[config.mk]
export PLATFORM = sky130hd
export DESIGN_NAME = odo_input
export DESIGN_NICKNAME = d
export VERILOG_FILES = /design/src/rtl/odo_pkg.sv /design/src/rtl/odo_input.sv /design/src/rtl/odo_sync.sv
export SDC_FILE = /design/constraint.sdc
export NUM_CORES = 1
export LEC_CHECK = 0
export BUFFER_PORTS_ARGS = -buffer_cell sky130_fd_sc_hd__clkbuf_2
export CAP_MARGIN = 15
export CORE_ASPECT_RATIO = 1.2
export CORE_MARGIN = 1.5
export CORE_UTILIZATION = 45
export DETAILED_ROUTE_END_ITERATION = 8
export PLACE_DENSITY_LB_ADDON = 0.25
export SYNTH_ARGS = -nofsm -noshare
export SYNTH_HDL_FRONTEND = slang
export SYNTH_HIERARCHICAL = 1
export SYNTH_SLANG_ARGS = --single-unit
[constraint.sdc]
create_clock -name sys_clk -period 10.3 [get_ports sys_clk]
set_input_delay 1.03 -clock sys_clk [delete_from_list [all_inputs] [get_ports sys_clk]]
set_output_delay 1.03 -clock sys_clk [all_outputs]
set_load 0.05 [all_outputs]
[src/rtl/odo_pkg.sv]
// Shared constants for the wheel odometer input block
package odo_pkg;
	// ==========================================================
	// Widths and reset values
	localparam int          ACC_WIDTH     = 32;
	localparam logic        POL_RESET     = 1'h0;
	localparam logic [1:0]  SYNC_RESET    = 2'h0;
	// ==========================================================
	// Clock rate, sensor timing limits and distance limits
	localparam int          CLK_HZ        = 25000000;
	localparam int          MIN_PHASE_US  = 100;
	localparam int          MIN_PHASE_CYC = (CLK_HZ / 1000000) * MIN_PHASE_US;
	localparam int          MAX_RATE_HZ   = 10000;
	localparam int          MIN_PERIOD_CYC = (CLK_HZ + MAX_RATE_HZ - 1) / MAX_RATE_HZ;
	localparam int          MIN_DIST_CM   = 1;
	localparam int          MAX_DIST_CM   = 27;
endpackage

[src/rtl/odo_input.sv]
// Wheel pulse counter with configurable direction polarity
// Overview of operation
// - Count rising edges of the wheel pulse; falling edges ignored.
// - After reset, high direction level means forward, low means reverse.
// - Polarity command with value 1 inverts direction so low means forward; value 0 restores it.
// - Direction taken from io pin 9, pulse from io pin 8.
`timescale 1ns/1ps
module odo_input #(
	parameter int ACC_W = odo_pkg::ACC_WIDTH
) (
	input  wire logic                    sys_clk,
	input  wire logic                    nrst,
	input  wire logic                    multipurpose_io_8,
	input  wire logic                    multipurpose_io_9,
	input  wire logic                    forward_polarity_command,
	input  wire logic                    polarity_value,
	input  wire logic                    acc_clear,
	output logic signed [ACC_W-1:0]      pulse_count,
	output logic                         pulse_seen,
	output logic                         forward,
	output logic                         polarity_inverted
);
	// ==========================================================
	// Pin mapping and synchronisers
	logic wheel_pulse_in;
	logic travel_direction_in;
	logic pulse_s;
	logic dir_s;

	assign wheel_pulse_in      = multipurpose_io_8;
	assign travel_direction_in = multipurpose_io_9;

	odo_sync u_sync_pulse (
		.sys_clk  (sys_clk),
		.nrst     (nrst),
		.async_in (wheel_pulse_in),
		.sync_out (pulse_s)
	);

	odo_sync u_sync_dir (
		.sys_clk  (sys_clk),
		.nrst     (nrst),
		.async_in (travel_direction_in),
		.sync_out (dir_s)
	);

	// ==========================================================
	// Edge detect, polarity and accumulator
	logic                    prev_ff;
	logic                    pol_ff;
	logic                    fwd_ff;
	logic                    seen_ff;
	logic signed [ACC_W-1:0] acc_ff;
	logic                    nxt_prev;
	logic                    nxt_pol;
	logic                    nxt_fwd;
	logic                    nxt_seen;
	logic signed [ACC_W-1:0] nxt_acc;
	logic                    rise;
	logic                    dir_fwd;

	always_comb begin
		nxt_prev = pulse_s;
		rise     = pulse_s & ~prev_ff;
		nxt_pol  = forward_polarity_command ? polarity_value : pol_ff;
		dir_fwd  = dir_s ^ pol_ff;
		nxt_fwd  = dir_fwd;
		nxt_seen = rise;
		nxt_acc  = acc_ff;
		if (acc_clear) begin
			nxt_acc = '0;
		end
		if (rise) begin
			if (dir_fwd) begin
				nxt_acc = nxt_acc + ACC_W'(1);
			end else begin
				nxt_acc = nxt_acc - ACC_W'(1);
			end
		end
	end

	always_ff @(posedge sys_clk or negedge nrst) begin
		if (!nrst) begin
			prev_ff <= 1'h0;
			pol_ff  <= odo_pkg::POL_RESET;
			fwd_ff  <= 1'h0;
			seen_ff <= 1'h0;
			acc_ff  <= '0;
		end else begin
			prev_ff <= nxt_prev;
			pol_ff  <= nxt_pol;
			fwd_ff  <= nxt_fwd;
			seen_ff <= nxt_seen;
			acc_ff  <= nxt_acc;
		end
	end

	assign pulse_count       = acc_ff;
	assign pulse_seen        = seen_ff;
	assign forward           = fwd_ff;
	assign polarity_inverted = pol_ff;

	// ==========================================================
	// Checks
	a_rise_counts_once: assert property (@(posedge sys_clk) disable iff (!nrst)
		(rise && !acc_clear) |=> (seen_ff && acc_ff != $past(acc_ff)))
		else $error("rising edge not counted");
	a_fall_ignored: assert property (@(posedge sys_clk) disable iff (!nrst)
		(!pulse_s && prev_ff && !acc_clear) |=> (acc_ff == $past(acc_ff)))
		else $error("falling edge changed count");
	a_sync_delay: assert property (@(posedge sys_clk) disable iff (!nrst)
		$rose(multipurpose_io_8) ##1 multipurpose_io_8 |-> ##1 pulse_s)
		else $error("pulse synchroniser latency wrong");
	a_fwd_up: assert property (@(posedge sys_clk) disable iff (!nrst)
		(rise && dir_fwd && !acc_clear) |=> (acc_ff == $past(acc_ff) + 1))
		else $error("forward edge did not increment");
	a_rev_down: assert property (@(posedge sys_clk) disable iff (!nrst)
		(rise && !dir_fwd && !acc_clear) |=> (acc_ff == $past(acc_ff) - 1))
		else $error("reverse edge did not decrement");
	a_default_polarity: assert property (@(posedge sys_clk) disable iff (!nrst)
		(!pol_ff && dir_s) |=> forward)
		else $error("high level not forward by default");
	a_polarity_cmd: assert property (@(posedge sys_clk) disable iff (!nrst)
		forward_polarity_command |=> (polarity_inverted == $past(polarity_value)))
		else $error("polarity command not applied");
	a_inverted_dir: assert property (@(posedge sys_clk) disable iff (!nrst)
		(pol_ff && !dir_s) |=> forward)
		else $error("inverted low level not forward");
	c_fwd_count: cover property (@(posedge sys_clk) disable iff (!nrst) rise && dir_fwd);
	c_rev_count: cover property (@(posedge sys_clk) disable iff (!nrst) rise && !dir_fwd);
	c_inverted: cover property (@(posedge sys_clk) disable iff (!nrst) pol_ff && rise);
endmodule

[src/rtl/odo_sync.sv]
// Two-stage synchroniser for one asynchronous level
`timescale 1ns/1ps
module odo_sync (
	input  wire logic sys_clk,
	input  wire logic nrst,
	input  wire logic async_in,
	output logic      sync_out
);
	logic [1:0] stage_ff;
	logic [1:0] nxt_stage;

	always_comb begin
		nxt_stage = {stage_ff[0], async_in};
	end

	always_ff @(posedge sys_clk or negedge nrst) begin
		if (!nrst) begin
			stage_ff <= odo_pkg::SYNC_RESET;
		end else begin
			stage_ff <= nxt_stage;
		end
	end

	assign sync_out = stage_ff[1];
endmodule

# [After elaboration in Yosys (flattened, before gate mapping)]
# Index checks and enable logic that the tools add are counted.
[classes] addsub=2 multipliers=0 div=0 n_lt_le_gt_ge=0 n_eq_ne=0 shift=0 muxes=3 bitwise_logic=3 n_reduce_logical=0
[ops] operator="2-to-1 mux 32 bit" count=3
[ops] operator="adder 32 x 2 -> 32 bit (second input constant)" count=1
[ops] operator="subtractor 32 x 2 -> 32 bit (second input constant)" count=1
[ops] operator="AND 1 bit" count=1
[ops] operator="inverter 1 bit" count=1
[ops] operator="XOR 1 bit" count=1
[totals] ff_bits=40 latch_bits=0 mem_bits_rw=0 rom_bits=0 inputBits=7 mem_count=0

# [Longest topological paths before layout]
# Gate-level depths: netlist (run 1).
[logic_depth] depth_word=4 mapped_depth=17 ltp_nobuf=13

# [Hierarchy]
# The synthesis (run 1) kept the hierarchy.
[by_module_without_submodules] mod="odo_input" n_inst=1 cells_per_inst=409 area_each_um2=3213.1
[by_module_without_submodules] mod="odo_sync" n_inst=2 cells_per_inst=2 area_each_um2=50.0

# [Least setup slack after synthesis (run 1)]
# OpenSTA, ideal clock, no wires.
[synth_timing] kind="flip-flop to flip-flop" from="reg pol_ff (netlist: polarity_inverted)" to="reg acc_ff[30] (netlist: pulse_count[30])" setup_time_ns=0.120 arrival_ns=4.297 required_time_ns=10.180 path_slack_ns=5.883 path_stages_with_launch=17 path_buffers=5 path_cell_list="dfrtp_1 -> xnor2_2 -> buf_2 -> clkbuf_1 -> clkbuf_1 -> buf_2 -> ha_1 -> clkbuf_1 -> a21o_1 -> maj3_1 -> a21oi_1 -> o21ai_0 -> a31o_2 -> a21oi_2 -> nor4b_1 -> o21ai_1 -> a31o_1"
[synth_between] elab_chain_cells=3
[synth_rtl] item="from (decl)" line="odo_input.sv:50" text="logic pol_ff;"
[synth_rtl] item="from (signal assigned)" line="odo_input.sv:85" text="pol_ff <= odo_pkg::POL_RESET;"
[synth_rtl] item="from (signal assigned)" line="odo_input.sv:91" text="pol_ff <= nxt_pol;"
[synth_rtl] item="XOR 1 bit" line="odo_input.sv:66" text="dir_fwd = dir_s ^ pol_ff;"
[synth_rtl] item="2-to-1 mux 32 bit" line="odo_input.sv:74" text="if (dir_fwd) begin"
[synth_rtl] item="2-to-1 mux 32 bit" line="odo_input.sv:73" text="if (rise) begin"
[synth_rtl] item="net nxt_acc[30]" line="odo_input.sv:58" text="logic signed [ACC_W-1:0] nxt_acc;"
[synth_rtl] item="to (signal assigned)" line="odo_input.sv:94" text="acc_ff <= nxt_acc;"
[synth_rtl] item="to (decl)" line="odo_input.sv:53" text="logic signed [ACC_W-1:0] acc_ff;"
# The timed path passes the listed nets, and every way through them passes these cells.
# A chain may end at the register's enable or synchronous reset.

# [Worst setup path after layout (run 1)]
[layout_timing] from="in acc_clear" to="reg acc_ff[28] (netlist: pulse_count[28])"
[layout_between] elab_chain_cells=4 elab_cells_between_ends=5 classes_between="add/sub: 2; mux: 3"
[layout_rtl] item="from (decl)" line="odo_input.sv:17" text="input wire logic acc_clear,"
[layout_rtl] item="2-to-1 mux 32 bit (*)" line="odo_input.sv:70" text="if (acc_clear) begin"
[layout_rtl] item="subtractor 32 x 2 -> 32 bit or adder 32 x 2 -> 32 bit (tied branches)" line="odo_input.sv:77, odo_input.sv:75"
[layout_rtl] item="2-to-1 mux 32 bit" line="odo_input.sv:74"
[layout_rtl] item="2-to-1 mux 32 bit (*)" line="odo_input.sv:73"
[layout_rtl] item="net nxt_acc[28]" line="odo_input.sv:58"
# The timed path passes the listed nets; every way through them passes the cells marked *.

==> results.md, run 1 <==
* Core area at between 7000 and 8000 sq um
* Crit path max fanout at 43
* Row count at 34
* Startpoint types: input port
* Cts hold-fix bufs at 0
* Final setup viols at 0
* Insertion delay to the later sink of the worst-skew pair at approximately 310 ps
* Root Buffer: clkbuf_8
* Net count, final at roughly 460
* Unrepaired setup endpoints after global routing: no
* Remaining global-route overflow at 0
* Met3 Track Usage GR at about 3.4%
* Starting DRT DRC Count at around 210
* Power Dens Cells at 194 nW/um^2
* Sequential area share after synthesis at a little under a third
* Endpoint type of the worst setup path: flop
* Area grow syn2layout at 10.8%
* Final count of hold timing violations at 0
* Fill count at roughly 730
* Mapped Cells at a little over 400
* Relative slew slack at a little over half
* Detailed-route via count at between 3000 and 4000
* Outcome: completed
* ANT nets after route at 0
* Synth warn at 6
* Top FF cell, synth: dfrtp_1
* DRC viols at 0
* Fin Clk Skew at 11.6 ps
* Peak supply drop at 0.0985 mV
* PortBufs at a little over 40
* Largest net degree at the start of global routing at between 50 and 60
* CTS tree: done
* Crit share post-route at between 30% and 40%
* Unique masters post-synth at 65
* Synth Area per Inst at 8.02 sq um
* Post-DP HPWL at 5.43 mm
* Grt met1 use at between 30% and 40%
* Yosys reg bits at 40
* Syn nets at about 440
* Placed inst area at ~3500 sq um
* Share of layout cells above drive strength 1 at roughly 17%
* Die Ht at between 90 and 100 microns
* Post-CTS setup buffer count at 0
* Area of the mapped netlist at between 3000 and 4000 sq um
* GP Congestion at about 0.9
* Final instance area at 3670 sq um
* I/O pin cnt at 42
* Die X at roughly 80 microns
* Global routing's busiest layer: met2
* First-pass GRT wire length at 14.0 mm
* Vias in the first global route at 2942
* Met2 Track Usage GR at 36.0%
* Final TNS setup at 0 ps
* Worst-path clk slew at 90 ps
* Wire length per cell at roughly 15 microns
* Max_cap viols at 0
* Starting Density at around 46%
* Num CTS Buffers at 5
* Maximum clock frequency at 257 MHz
* Hold Crit Class: flop to flop
* Initial antenna violation count at 0
* EDFF count, synth at 0
* Avg Vias per Cell at a little under 6
* Max-slew violations at 0
* Pre-antenna DRT Iters at 5
* Worst-margin pin slew at around 700 ps
* CP required at approximately 11000 ps
* FF+latch area at roughly 1000 sq um
* Clock Path Buffers at 2
* Number of antenna diodes at 0
* Ys async rst share at 100%
* Post-cts resize count at 0
* P_leak at approximately 1.6 nW
* Worst Path Arrival at around 4100 ps
* Global Route Usage Sum at about 22%
* Multi-input logic area at ~2200 sq um
* Final WL at between 8 and 9 mm
* Full die area at 7890 sq um
* Clock sink total at 40
* Tmin final at 3880 ps
* H-tree levels at 2
* Critical path type: input port to flop
-- cells in the final DEF (no fill, tap or decap), types with 4 or more instances in the layout --
cell	Yosys	final
a21oi_1	28	28
xnor2_1	32	32
o22ai_1	4	4
dfrtp_1	40	40
nand3_1	13	13
inv_1	7	7
clkbuf_2	0	41
nand2_1	54	54
a31oi_1	7	7
nand2b_1	4	4
o21ai_0	31	31
a21o_1	10	10
nor2_1	30	30
and3_1	4	4
ha_1	15	15
or3_1	4	4
o21ai_1	4	4
clkbuf_8	0	5
nor3_1	7	7
nor2b_1	22	22
o211ai_1	6	6
xor2_1	4	4
-- cells in the mapped netlist, types with 4 or more instances --
cell      number  share of area (%)
nand2_1       54                6.1
dfrtp_1       40                 30
xnor2_1       32                8.5
o21ai_0       31                4.7
nor2_1        30                3.4
a21oi_1       28                4.2
nor2b_1       22                4.2
clkbuf_1      18                2.0
ha_1          15                5.7
nand3_1       13                2.0
a21o_1        10                2.3
a31oi_1        7                1.3
buf_2          7                1.1
inv_1          7               0.79
nor3_1         7                1.1
o211ai_1       6                1.4
and3_1         4               0.76
nand2b_1       4               0.76
o21ai_1        4               0.60
o22ai_1        4               0.76
or3_1          4               0.76
xor2_1         4                1.1
-- metrics by stage --
| step | worst slack (ps) | hold WS, ps | std cells | power [mW] | util, % |
|---|---|---|---|---|---|
| finish | 6420 | 355 | 526 | 0.714 | 51.1 |
| global route | 6020 | 375 | 526 | 0.764 | 51.1 |
| CTS | 6430 | 359 | 525 | 0.715 | 50.7 |
| detailed placement | 6120 | 337 | 517 | 0.574 | 49.1 |
| global placement | 6240 | 336 | 517 | 0.571 | 49.1 |
| floorplan | 5880 | 331 | 413 | 0.504 | - |
-- cell families after synthesis --
group                    share of synthesized area [%]
AND/OR/NAND/NOR                                   24.7
AO/OA/AOI/OAI                                     23.1
flip-flops                                        30.2
buffers and inverters                             5.02
XOR/XNOR                                          10.0
adder cells (fa/ha/maj)                           6.27
multiplexers                                     0.680
-- report_power, final --
| part | switching (mW) | leakage (nW) | internal (mW) |
|---|---|---|---|
| registers | 0.0343 | 0.516 | 0.183 |
| clock network | 0.0649 | 0.0583 | 0.0731 |
| logic | 0.240 | 1.06 | 0.118 |
-- metal layers --
| metal | vias up | part of all wire [%] |
|---|---|---|
| li1 | 1520 | - |
| met1 | 1440 | 47 |
| met2 | 79 | 48 |
| met3 | 7 | 4.2 |
| met4 | 0 | 1.0 |
| met5 | - | 0 |
-- flip-flops by register name (all words and copies together), names as in the netlist --
name / count
forward: 1
polarity_inverted: 1
prev_ff: 1
pulse_count: 32
pulse_seen: 1
u_sync_dir/stage_ff: 2
u_sync_pulse/stage_ff: 2
-- area by class of cell --
| class | instances | area share (%) |
|---|---|---|
| clock buffers | 5 | 1.87 |
| clock inverters | 3 | 1.29 |
| inverters | 8 | 0.818 |
| multi-input cells | 335 | 58.7 |
| flip-flops and latches | 40 | 27.3 |
| well taps | 90 | 3.07 |
| repair buffers | 45 | 6.95 |
-- final timing paths --
check | slack [ps] | start | cells after the start | end
min in group asynchronous | 710 | nrst | 1 | u_sync_dir/stage_ff[1]
max in group asynchronous | 9060 | nrst | 2 | pulse_count[24]
worst max-delay path | 6420 | acc_clear | 15 | pulse_count[28]
worst min register to register | 360 | u_sync_pulse/stage_ff[0] | 0 | u_sync_pulse/stage_ff[1]
worst max register to register | 6660 | polarity_inverted | 12 | pulse_count[25]
worst min-delay path | 360 | u_sync_pulse/stage_ff[0] | 0 | u_sync_pulse/stage_ff[1]
-- worst max-delay path, stage by stage --
cell,delay [ps]
clkbuf_2,80
buf_4,390
inv_1,330
nand2_1,210
xnor2_1,140
ha_1,320
nand2_1,110
nor2_1,160
nand4_1,170
nand3_1,190
a31oi_1,150
or3_1,410
a21oi_1,180
nor3b_2,80
xnor2_1,130
Note: power is estimated with default switching activity, not from simulation.
==> run 2, diff against run 1 <==
- clock period: 10.3 -> 3.9 ns (I/O delays scaled with it)
==> run 2 against run 1 <==
  * Sequential share of layout area shrank 0.40 points
  * Clock power grew to 2.7 times the previous value
  * Combinational power grew to 2.7 times the previous value
  * Register-to-register slack lost 6200 ps
  * Setup slack lost 5900 ps
  * Sequential power grew to 2.6 times the previous value
  * Total power grew to 2.7 times the previous value
  * First-iteration DRC count shrank 6.7%
  * Clock skew shrank 3.3 ps
  * Sequential cell count is the same
  * Hold slack lost 270 ps
  * Cell count grew 1.3%
  * Critical path type is now flop to flop
  * Largest cell class unchanged
  * Highest routed layer unchanged
==> results.md, run 2 (synthesized netlist as in run 1, its figures left out) <==
* Endpoint type of the worst setup path: flop (unchanged)
* Max-slew violations at 0 (unchanged)
* Crit share post-route at 86.9%
* Post-CTS setup buffer count at 0 (unchanged)
* Insertion delay to the later sink of the worst-skew pair at 300 ps (was 310 ps)
* Outcome: completed (unchanged)
* Commonest non-fill, non-tap cells in the layout: 54 x nand2_1, 41 x clkbuf_2, 39 x dfrtp_1 (was 54 x nand2_1, 41 x clkbuf_2, 40 x dfrtp_1)
* CTS tree: done (unchanged)
* Starting DRT DRC Count at 194 (was 208)
* Critical path type: flop to flop (was input port to flop)
* Number of antenna diodes at 0 (unchanged)
* I/O pin cnt at 42 (unchanged)
* Max FFs per register at 32 (unchanged)
* Root Buffer: clkbuf_8 (unchanged)
* Fill count at 688 (was 727)
* DRC viols at 0 (unchanged)
* Flop2flop setup slack at 510 ps (was 6660 ps)
* DP Worst Slack at 533 ps (was 6120 ps)
* CP required at 4090 ps (was 10500 ps)
* Min setup slack post-route at 509 ps (was 6420 ps)
* Detailed-route via count at 3119 (was 3046)
* Worst reg2reg path depth at 11 (was 12)
* Final WL at 8.54 mm (was 8.12 mm)
* P_leak at 1.67 nW (was 1.63 nW)
* Worst-margin pin slew at 767 ps (was 718 ps)
* Hold Crit Class: input port to asynchronous set/reset pin (was flop to flop)
* Post-cts resize count at 0 (unchanged)
* Worst-path clk slew at 90 ps (about the same)
* Crit path max fanout at 13 (was 43)
* Initial antenna violation count at 0 (unchanged)
* First-pass GRT wire length at 14.2 mm (was 14.0 mm)
* Num CTS Buffers at 5 (unchanged)
* R2R Path End: pulse_count[30] (was pulse_count[25])
* Remaining global-route overflow at 0 (unchanged)
* Finished Layout Cells at 533 (was 526)
* ANT nets after route at 0 (unchanged)
* Total Power at 1.91 mW (was 714 uW)
* Net count, final at 464 (was 457)
* Power Dens Cells at 511 nW/um^2 (was 194 nW/um^2)
* Row count at 34 (unchanged)
* Die Ht at 97.0 microns (unchanged)
* FF+latch area at 1000 sq um (about the same)
* Vias in the first global route at 2976 (was 2942)
* Cts hold-fix bufs at 0 (unchanged)
* Clock Path Buffers at 2 (unchanged)
* Startpoint types: flop (was input port)
* CP startpoint: u_sync_dir/stage_ff[1] (was acc_clear)
* Peak supply drop at 0.268 mV (was 0.0985 mV)
* Max_cap viols at 0 (unchanged)
* Final setup viols at 0 (unchanged)
* Starting Density at 46.1% (unchanged)
* Clock sink total at 40 (unchanged)
* Unrepaired setup endpoints after global routing: no (unchanged)
* Worst Path Arrival at 3580 ps (was 4090 ps)
* Maximum clock frequency at approximately 300 MHz
* Largest net degree at the start of global routing at 41 (was 57)
* Die X at 81.3 microns (unchanged)
* Pre-antenna DRT Iters at 4 (was 5)
* GP Congestion at 0.919 (was 0.889)
* Relative slew slack at 48.7% (was 52.0%)
* Most common cell after layout, fill and taps aside: nand2_1 (unchanged)
* Placed instance count at 524 (was 517)
* PortBufs at 41 (unchanged)
* Final Util at 51.9% (was 51.1%)
* Area grow syn2layout at 12.6% (was 10.8%)
* Fin Clk Skew at 8.29 ps (was 11.6 ps)
* Final count of hold timing violations at 0 (unchanged)
* Share of layout cells above drive strength 1 at 18.1% (was 16.5%)
* Wire length per cell at 16.0 microns (was 15.4 microns)
* Worst setup path end: pulse_count[30] (was pulse_count[28])
* Post-DP HPWL at 5.94 mm (was 5.43 mm)
* Global Route Usage Sum at 22.6% (was 22.2%)
* Multi-input logic area at 2160 sq um (unchanged)
* Tmin final at 3390 ps
* Core area at 7190 sq um (unchanged)
* FF-to-FF Start: u_sync_dir/stage_ff[1] (was polarity_inverted)
* Avg Vias per Cell at 5.85 (was 5.79)
* H-tree levels at 2 (unchanged)
* Full die area at 7890 sq um (unchanged)
* Final TNS setup at 0 ps (unchanged)
run 2: changes by cell type in the layout (fill, tap and decap cells not counted):
cell / before / now
buf_4: 3 / 10
clkbuf_8: 5 / 6
dfrtp_1: 40 / 39
dfrtp_2: 0 / 1
clkinv_4: 2 / 1
run 2: power breakdown:
part           total [mW]  internal, mW  switching [mW]
registers           0.573         0.484          0.0898
logic               0.963         0.321           0.642
clock network       0.371         0.210           0.162
total                1.91          1.01           0.894
run 2: through the flow:
| stage | instance area [sq um] | hold WS, ps |
|---|---|---|
| floorplan | 3330 | 94.4 |
| global placement | 3580 | 334 |
| detailed placement | 3580 | 340 |
| CTS | 3700 | 182 |
| global route | 3730 | 111 |
| finish | 3730 | 81.4 |
run 2: area by class of cell:
type	instances	share of cell area, %
Multi-Input combinational cell	335	57.8
Sequential cell	40	26.9
Timing Repair Buffer	52	8.25
Tap cell	90	3.02
Clock buffer	6	2.21
Clock inverter	2	1.04
Inverter	8	0.805
run 2: metal layers:
metal | part of all wire (%) | track usage (%) | vias up
met1 | 45 | 30.3 | 1488
met2 | 48 | 35.9 | 84
met5 | 0 | 0 | -
met3 | 4.3 | 3.49 | 17
li1 | - | - | 1530
met4 | 2.4 | 8.62 | 0
run 2: how the worst min path moves through the flow:
stage | cells after the start | slack [ps] | to | startpoint
after global routing | 1 | 110 | pulse_count[4] | nrst
after CTS | 1 | 180 | u_sync_dir/stage_ff[0] | multipurpose_io_9
after detailed placement | 0 | 340 | u_sync_pulse/stage_ff[1] | u_sync_pulse/stage_ff[0]
after global placement | 0 | 330 | u_sync_pulse/stage_ff[1] | u_sync_pulse/stage_ff[0]
after floorplan | 0 | 90 | forward | nrst
final | 1 | 80 | pulse_count[4] | nrst
run 2: critical path: stages (launching register included):
cell and delay, ps:
dfrtp_1 440, xnor2_4 430, ha_1 400, a21o_1 210
maj3_1 360, a21oi_1 230, o21ai_0 110, a31o_2 240
a21oi_2 250, nor4b_1 280, o21ai_1 110, a31o_1 220
==> run 3, diff against run 2 <==
--- a/config.mk
+++ b/config.mk
@@ -13,4 +13,5 @@
 export DETAILED_ROUTE_END_ITERATION = 8
 export PLACE_DENSITY_LB_ADDON = 0.25
+export SLEW_MARGIN = 5
 export SYNTH_ARGS = -nofsm -noshare
 export SYNTH_HDL_FRONTEND = slang
==> constraint.sdc (replaced) <==
create_clock -name sys_clk -period 3.9 [get_ports sys_clk]
set_input_delay 0.78 -clock sys_clk [delete_from_list [all_inputs] [get_ports sys_clk]]
set_output_delay 0.78 -clock sys_clk [all_outputs]
set_load 0.05 [all_outputs]
==> run 3 against run 2 <==
  * Fmax fell by 0.26%
  * Critical path depth rose by 1
  * Hold slack improved by 270 ps
  * Sequential power barely moved
  * Clock-buffer cell count fell by 1
  * Core utilization fell by 0.30 points
  * Final area fell by 0.57%
  * Setup slack got worse by 8.9 ps
  * Sequential cell count did not move
  * Wire length fell by 2.9%
  * Clock skew rose by 2.5 ps
  * Non-clock buffer count rose by 2
  * Largest cell class unchanged
  * Highest routed layer unchanged
==> results.md, run 3 (synthesized netlist as in run 1, its figures left out) <==
* Power Dens Cells at 494 nW/um^2 (was 511 nW/um^2)
* Clock Path Buffers at 2 (unchanged)
* CP required at 4100 ps (was 4090 ps)
* Worst path slowest cell: ha_1 (was dfrtp_1)
* Critical path type: input port to flop (was flop to flop)
* Crit path max fanout at 17 (was 13)
* Cts hold-fix bufs at 0 (unchanged)
* Starting Density at 46.1% (unchanged)
* Row count at 34 (unchanged)
* Worst Path Arrival at 3600 ps (was 3580 ps)
* Die Ht at 97.0 microns (unchanged)
* H-tree levels at 2 (unchanged)
* Full die area at 7890 sq um (unchanged)
* Peak supply drop at 0.251 mV (was 0.268 mV)
* Worst path max stage delay at 400 ps (was 440 ps)
* Remaining global-route overflow at 0 (unchanged)
* Pint at 938 uW (was 1.01 mW)
* Final instance area at 3710 sq um (was 3730 sq um)
* Vias in the first global route at 2996 (was 2976)
* Relative slew slack at 29.0% (was 48.7%)
* Unrepaired setup endpoints after global routing: no (unchanged)
* Area grow syn2layout at 12.0% (was 12.6%)
* Insertion delay to the later sink of the worst-skew pair at 300 ps (about the same)
* Number of antenna diodes at 0 (unchanged)
* Commonest non-fill, non-tap cells in the layout: 54 x nand2_1, 41 x clkbuf_2, 39 x dfrtp_1 (unchanged)
* Worst-margin pin slew at 1060 ps (was 767 ps)
* Outcome: completed (unchanged)
* Final Util at 51.6% (was 51.9%)
* Final TNS setup at 0 ps (unchanged)
* Maximum clock frequency at 294 MHz (was 295 MHz)
* Startpoint types: input port (was flop)
* Net Switching at 896 uW (was 894 uW)
* DRC viols at 0 (unchanged)
* CP startpoint: acc_clear (was u_sync_dir/stage_ff[1])
* Placed inst area at 3620 sq um (was 3580 sq um)
* Largest net degree at the start of global routing at 41 (unchanged)
* Pre-antenna DRT Iters at 4 (unchanged)
* Max_cap viols at 0 (unchanged)
* Switching portion of total power at 48.9% (was 46.8%)
* Crit share post-route at 87.2% (was 86.9%)
* FF-to-FF Start: u_sync_dir/stage_ff[1] (unchanged)
* Logic pwr share at 52.4% (was 50.5%)
* Root Buffer: clkbuf_8 (unchanged)
* Hold Crit Class: flop to flop (was input port to asynchronous set/reset pin)
* First-pass GRT wire length at 14.2 mm (about the same)
* Post-CTS setup buffer count at 0 (unchanged)
* Avg Vias per Cell at 5.77 (was 5.85)
* Net count, final at 466 (was 464)
* Initial antenna violation count at 0 (unchanged)
* Num CTS Buffers at 5 (unchanged)
* Fin Clk Skew at 10.8 ps (was 8.29 ps)
* Hold Path Origin: u_sync_dir/stage_ff[0]
* Final count of hold timing violations at 0 (unchanged)
* Placed instance count at 527 (was 524)
* Post-DP HPWL at 5.85 mm (was 5.94 mm)
* P_leak at 1.66 nW (was 1.67 nW)
* Share of layout cells above drive strength 1 at 18.4% (was 18.1%)
* Most common cell after layout, fill and taps aside: nand2_1 (unchanged)
* Detailed-route via count at 3087 (was 3119)
* Final setup viols at 0 (unchanged)
* Crit path cell chain: clkbuf_2 > nor2b_1 > ha_1 > a21o_1 > maj3_1 > a21oi_1 > o21ai_0 > a31o_2 > a21oi_2 > nor4b_1 > o21ai_1 > a31o_1 (was xnor2_4 > ha_1 > a21o_1 > maj3_1 > a21oi_1 > o21ai_0 > a31o_2 > a21oi_2 > nor4b_1 > o21ai_1 > a31o_1)
* Die X at 81.3 microns (unchanged)
* Endpoint type of the worst setup path: flop (unchanged)
* CTS tree: done (unchanged)
* Tmin final at 3400 ps (was 3390 ps)
* Max FFs per register at 32 (unchanged)
* Clock share of power at 16.3% (was 19.5%)
* I/O pin cnt at 42 (unchanged)
* Max-slew violations at 0 (unchanged)
* PortBufs at 41 (unchanged)
* Worst-path clk slew at 100 ps (was 90 ps)
* Clock sink total at 40 (unchanged)
* Final WL at 8.29 mm (was 8.54 mm)
* Finished Layout Cells at 535 (was 533)
* GP Congestion at 0.907 (was 0.919)
* ANT nets after route at 0 (unchanged)
* Core area at 7190 sq um (unchanged)
* Global Route Usage Sum at 22.6% (about the same)
* Share of power burned in registers at 31.2% (was 30.1%)
* Starting DRT DRC Count at 268 (was 194)
* Wire length per cell at 15.5 microns (was 16.0 microns)
* Post-cts resize count at 0 (unchanged)
-- run 3: cell count changes in the layout (fill, tap and decap cells not counted) --
cell and change:
clkinvlp_4 +2, clkbuf_8 -1, buf_4 +2, bufinv_16 -1, buf_16 -1, buf_12 +1
-- run 3: layout make-up --
type                    instances  area, sq um
fillers                       684         3480
multi-input cells             335         2160
flip-flops and latches         40         1000
repair buffers                 54          315
well taps                      90          113
clock buffers                   5         68.8
inverters                       8         30.0
clock inverters                 3         23.8
-- run 3: final timing paths --
path	cells after the start	end	slack [ps]
worst max-delay path	12	pulse_count[30]	500
worst min-delay path	0	u_sync_dir/stage_ff[1]	350
worst max register to register	11	pulse_count[30]	610
worst min register to register	0	u_sync_dir/stage_ff[1]	350
max in group asynchronous	1	polarity_inverted	2530
min in group asynchronous	1	pulse_count[12]	660
-- run 3: critical path: cells and delay by family --
family	cells	cell delay (ps)
AOI/OAI and AO/OA	7	1340
adders and majority gates	2	750
and+or+nand+nor	2	410
buffers and inverters	1	320
-- run 3: through the flow --
step                hold WS (ps)  setup WS (ps)  power, mW
floorplan                    331           33.1       1.34
global placement             336            336       1.53
detailed placement           336            200       1.54
CTS                          357            513       1.85
global route                 365            263       1.97
finish                       353            500       1.83
-- run 3: routing by layer --
layer | part of all wire (%) | GRT usage, % | vias up | wire [microns]
li1 | - | - | 1534 | -
met4 | 2.0 | 8.09 | 0 | 162
met1 | 44 | 29.6 | 1448 | 3630
met3 | 5.4 | 2.74 | 15 | 445
met2 | 49 | 37.5 | 90 | 4050
met5 | 0 | 0 | - | 0
-- run 3: power groups by stage --
stage | Sequential, mW | Combinational [mW] | Clock (mW)
after global placement | 0.581 | 0.951 | 0
after CTS | 0.573 | 0.963 | 0.312
after detailed placement | 0.581 | 0.961 | 0
final | 0.573 | 0.962 | 0.299
after floorplan | 0.786 | 0.551 | 0
after global routing | 0.588 | 1.05 | 0.325
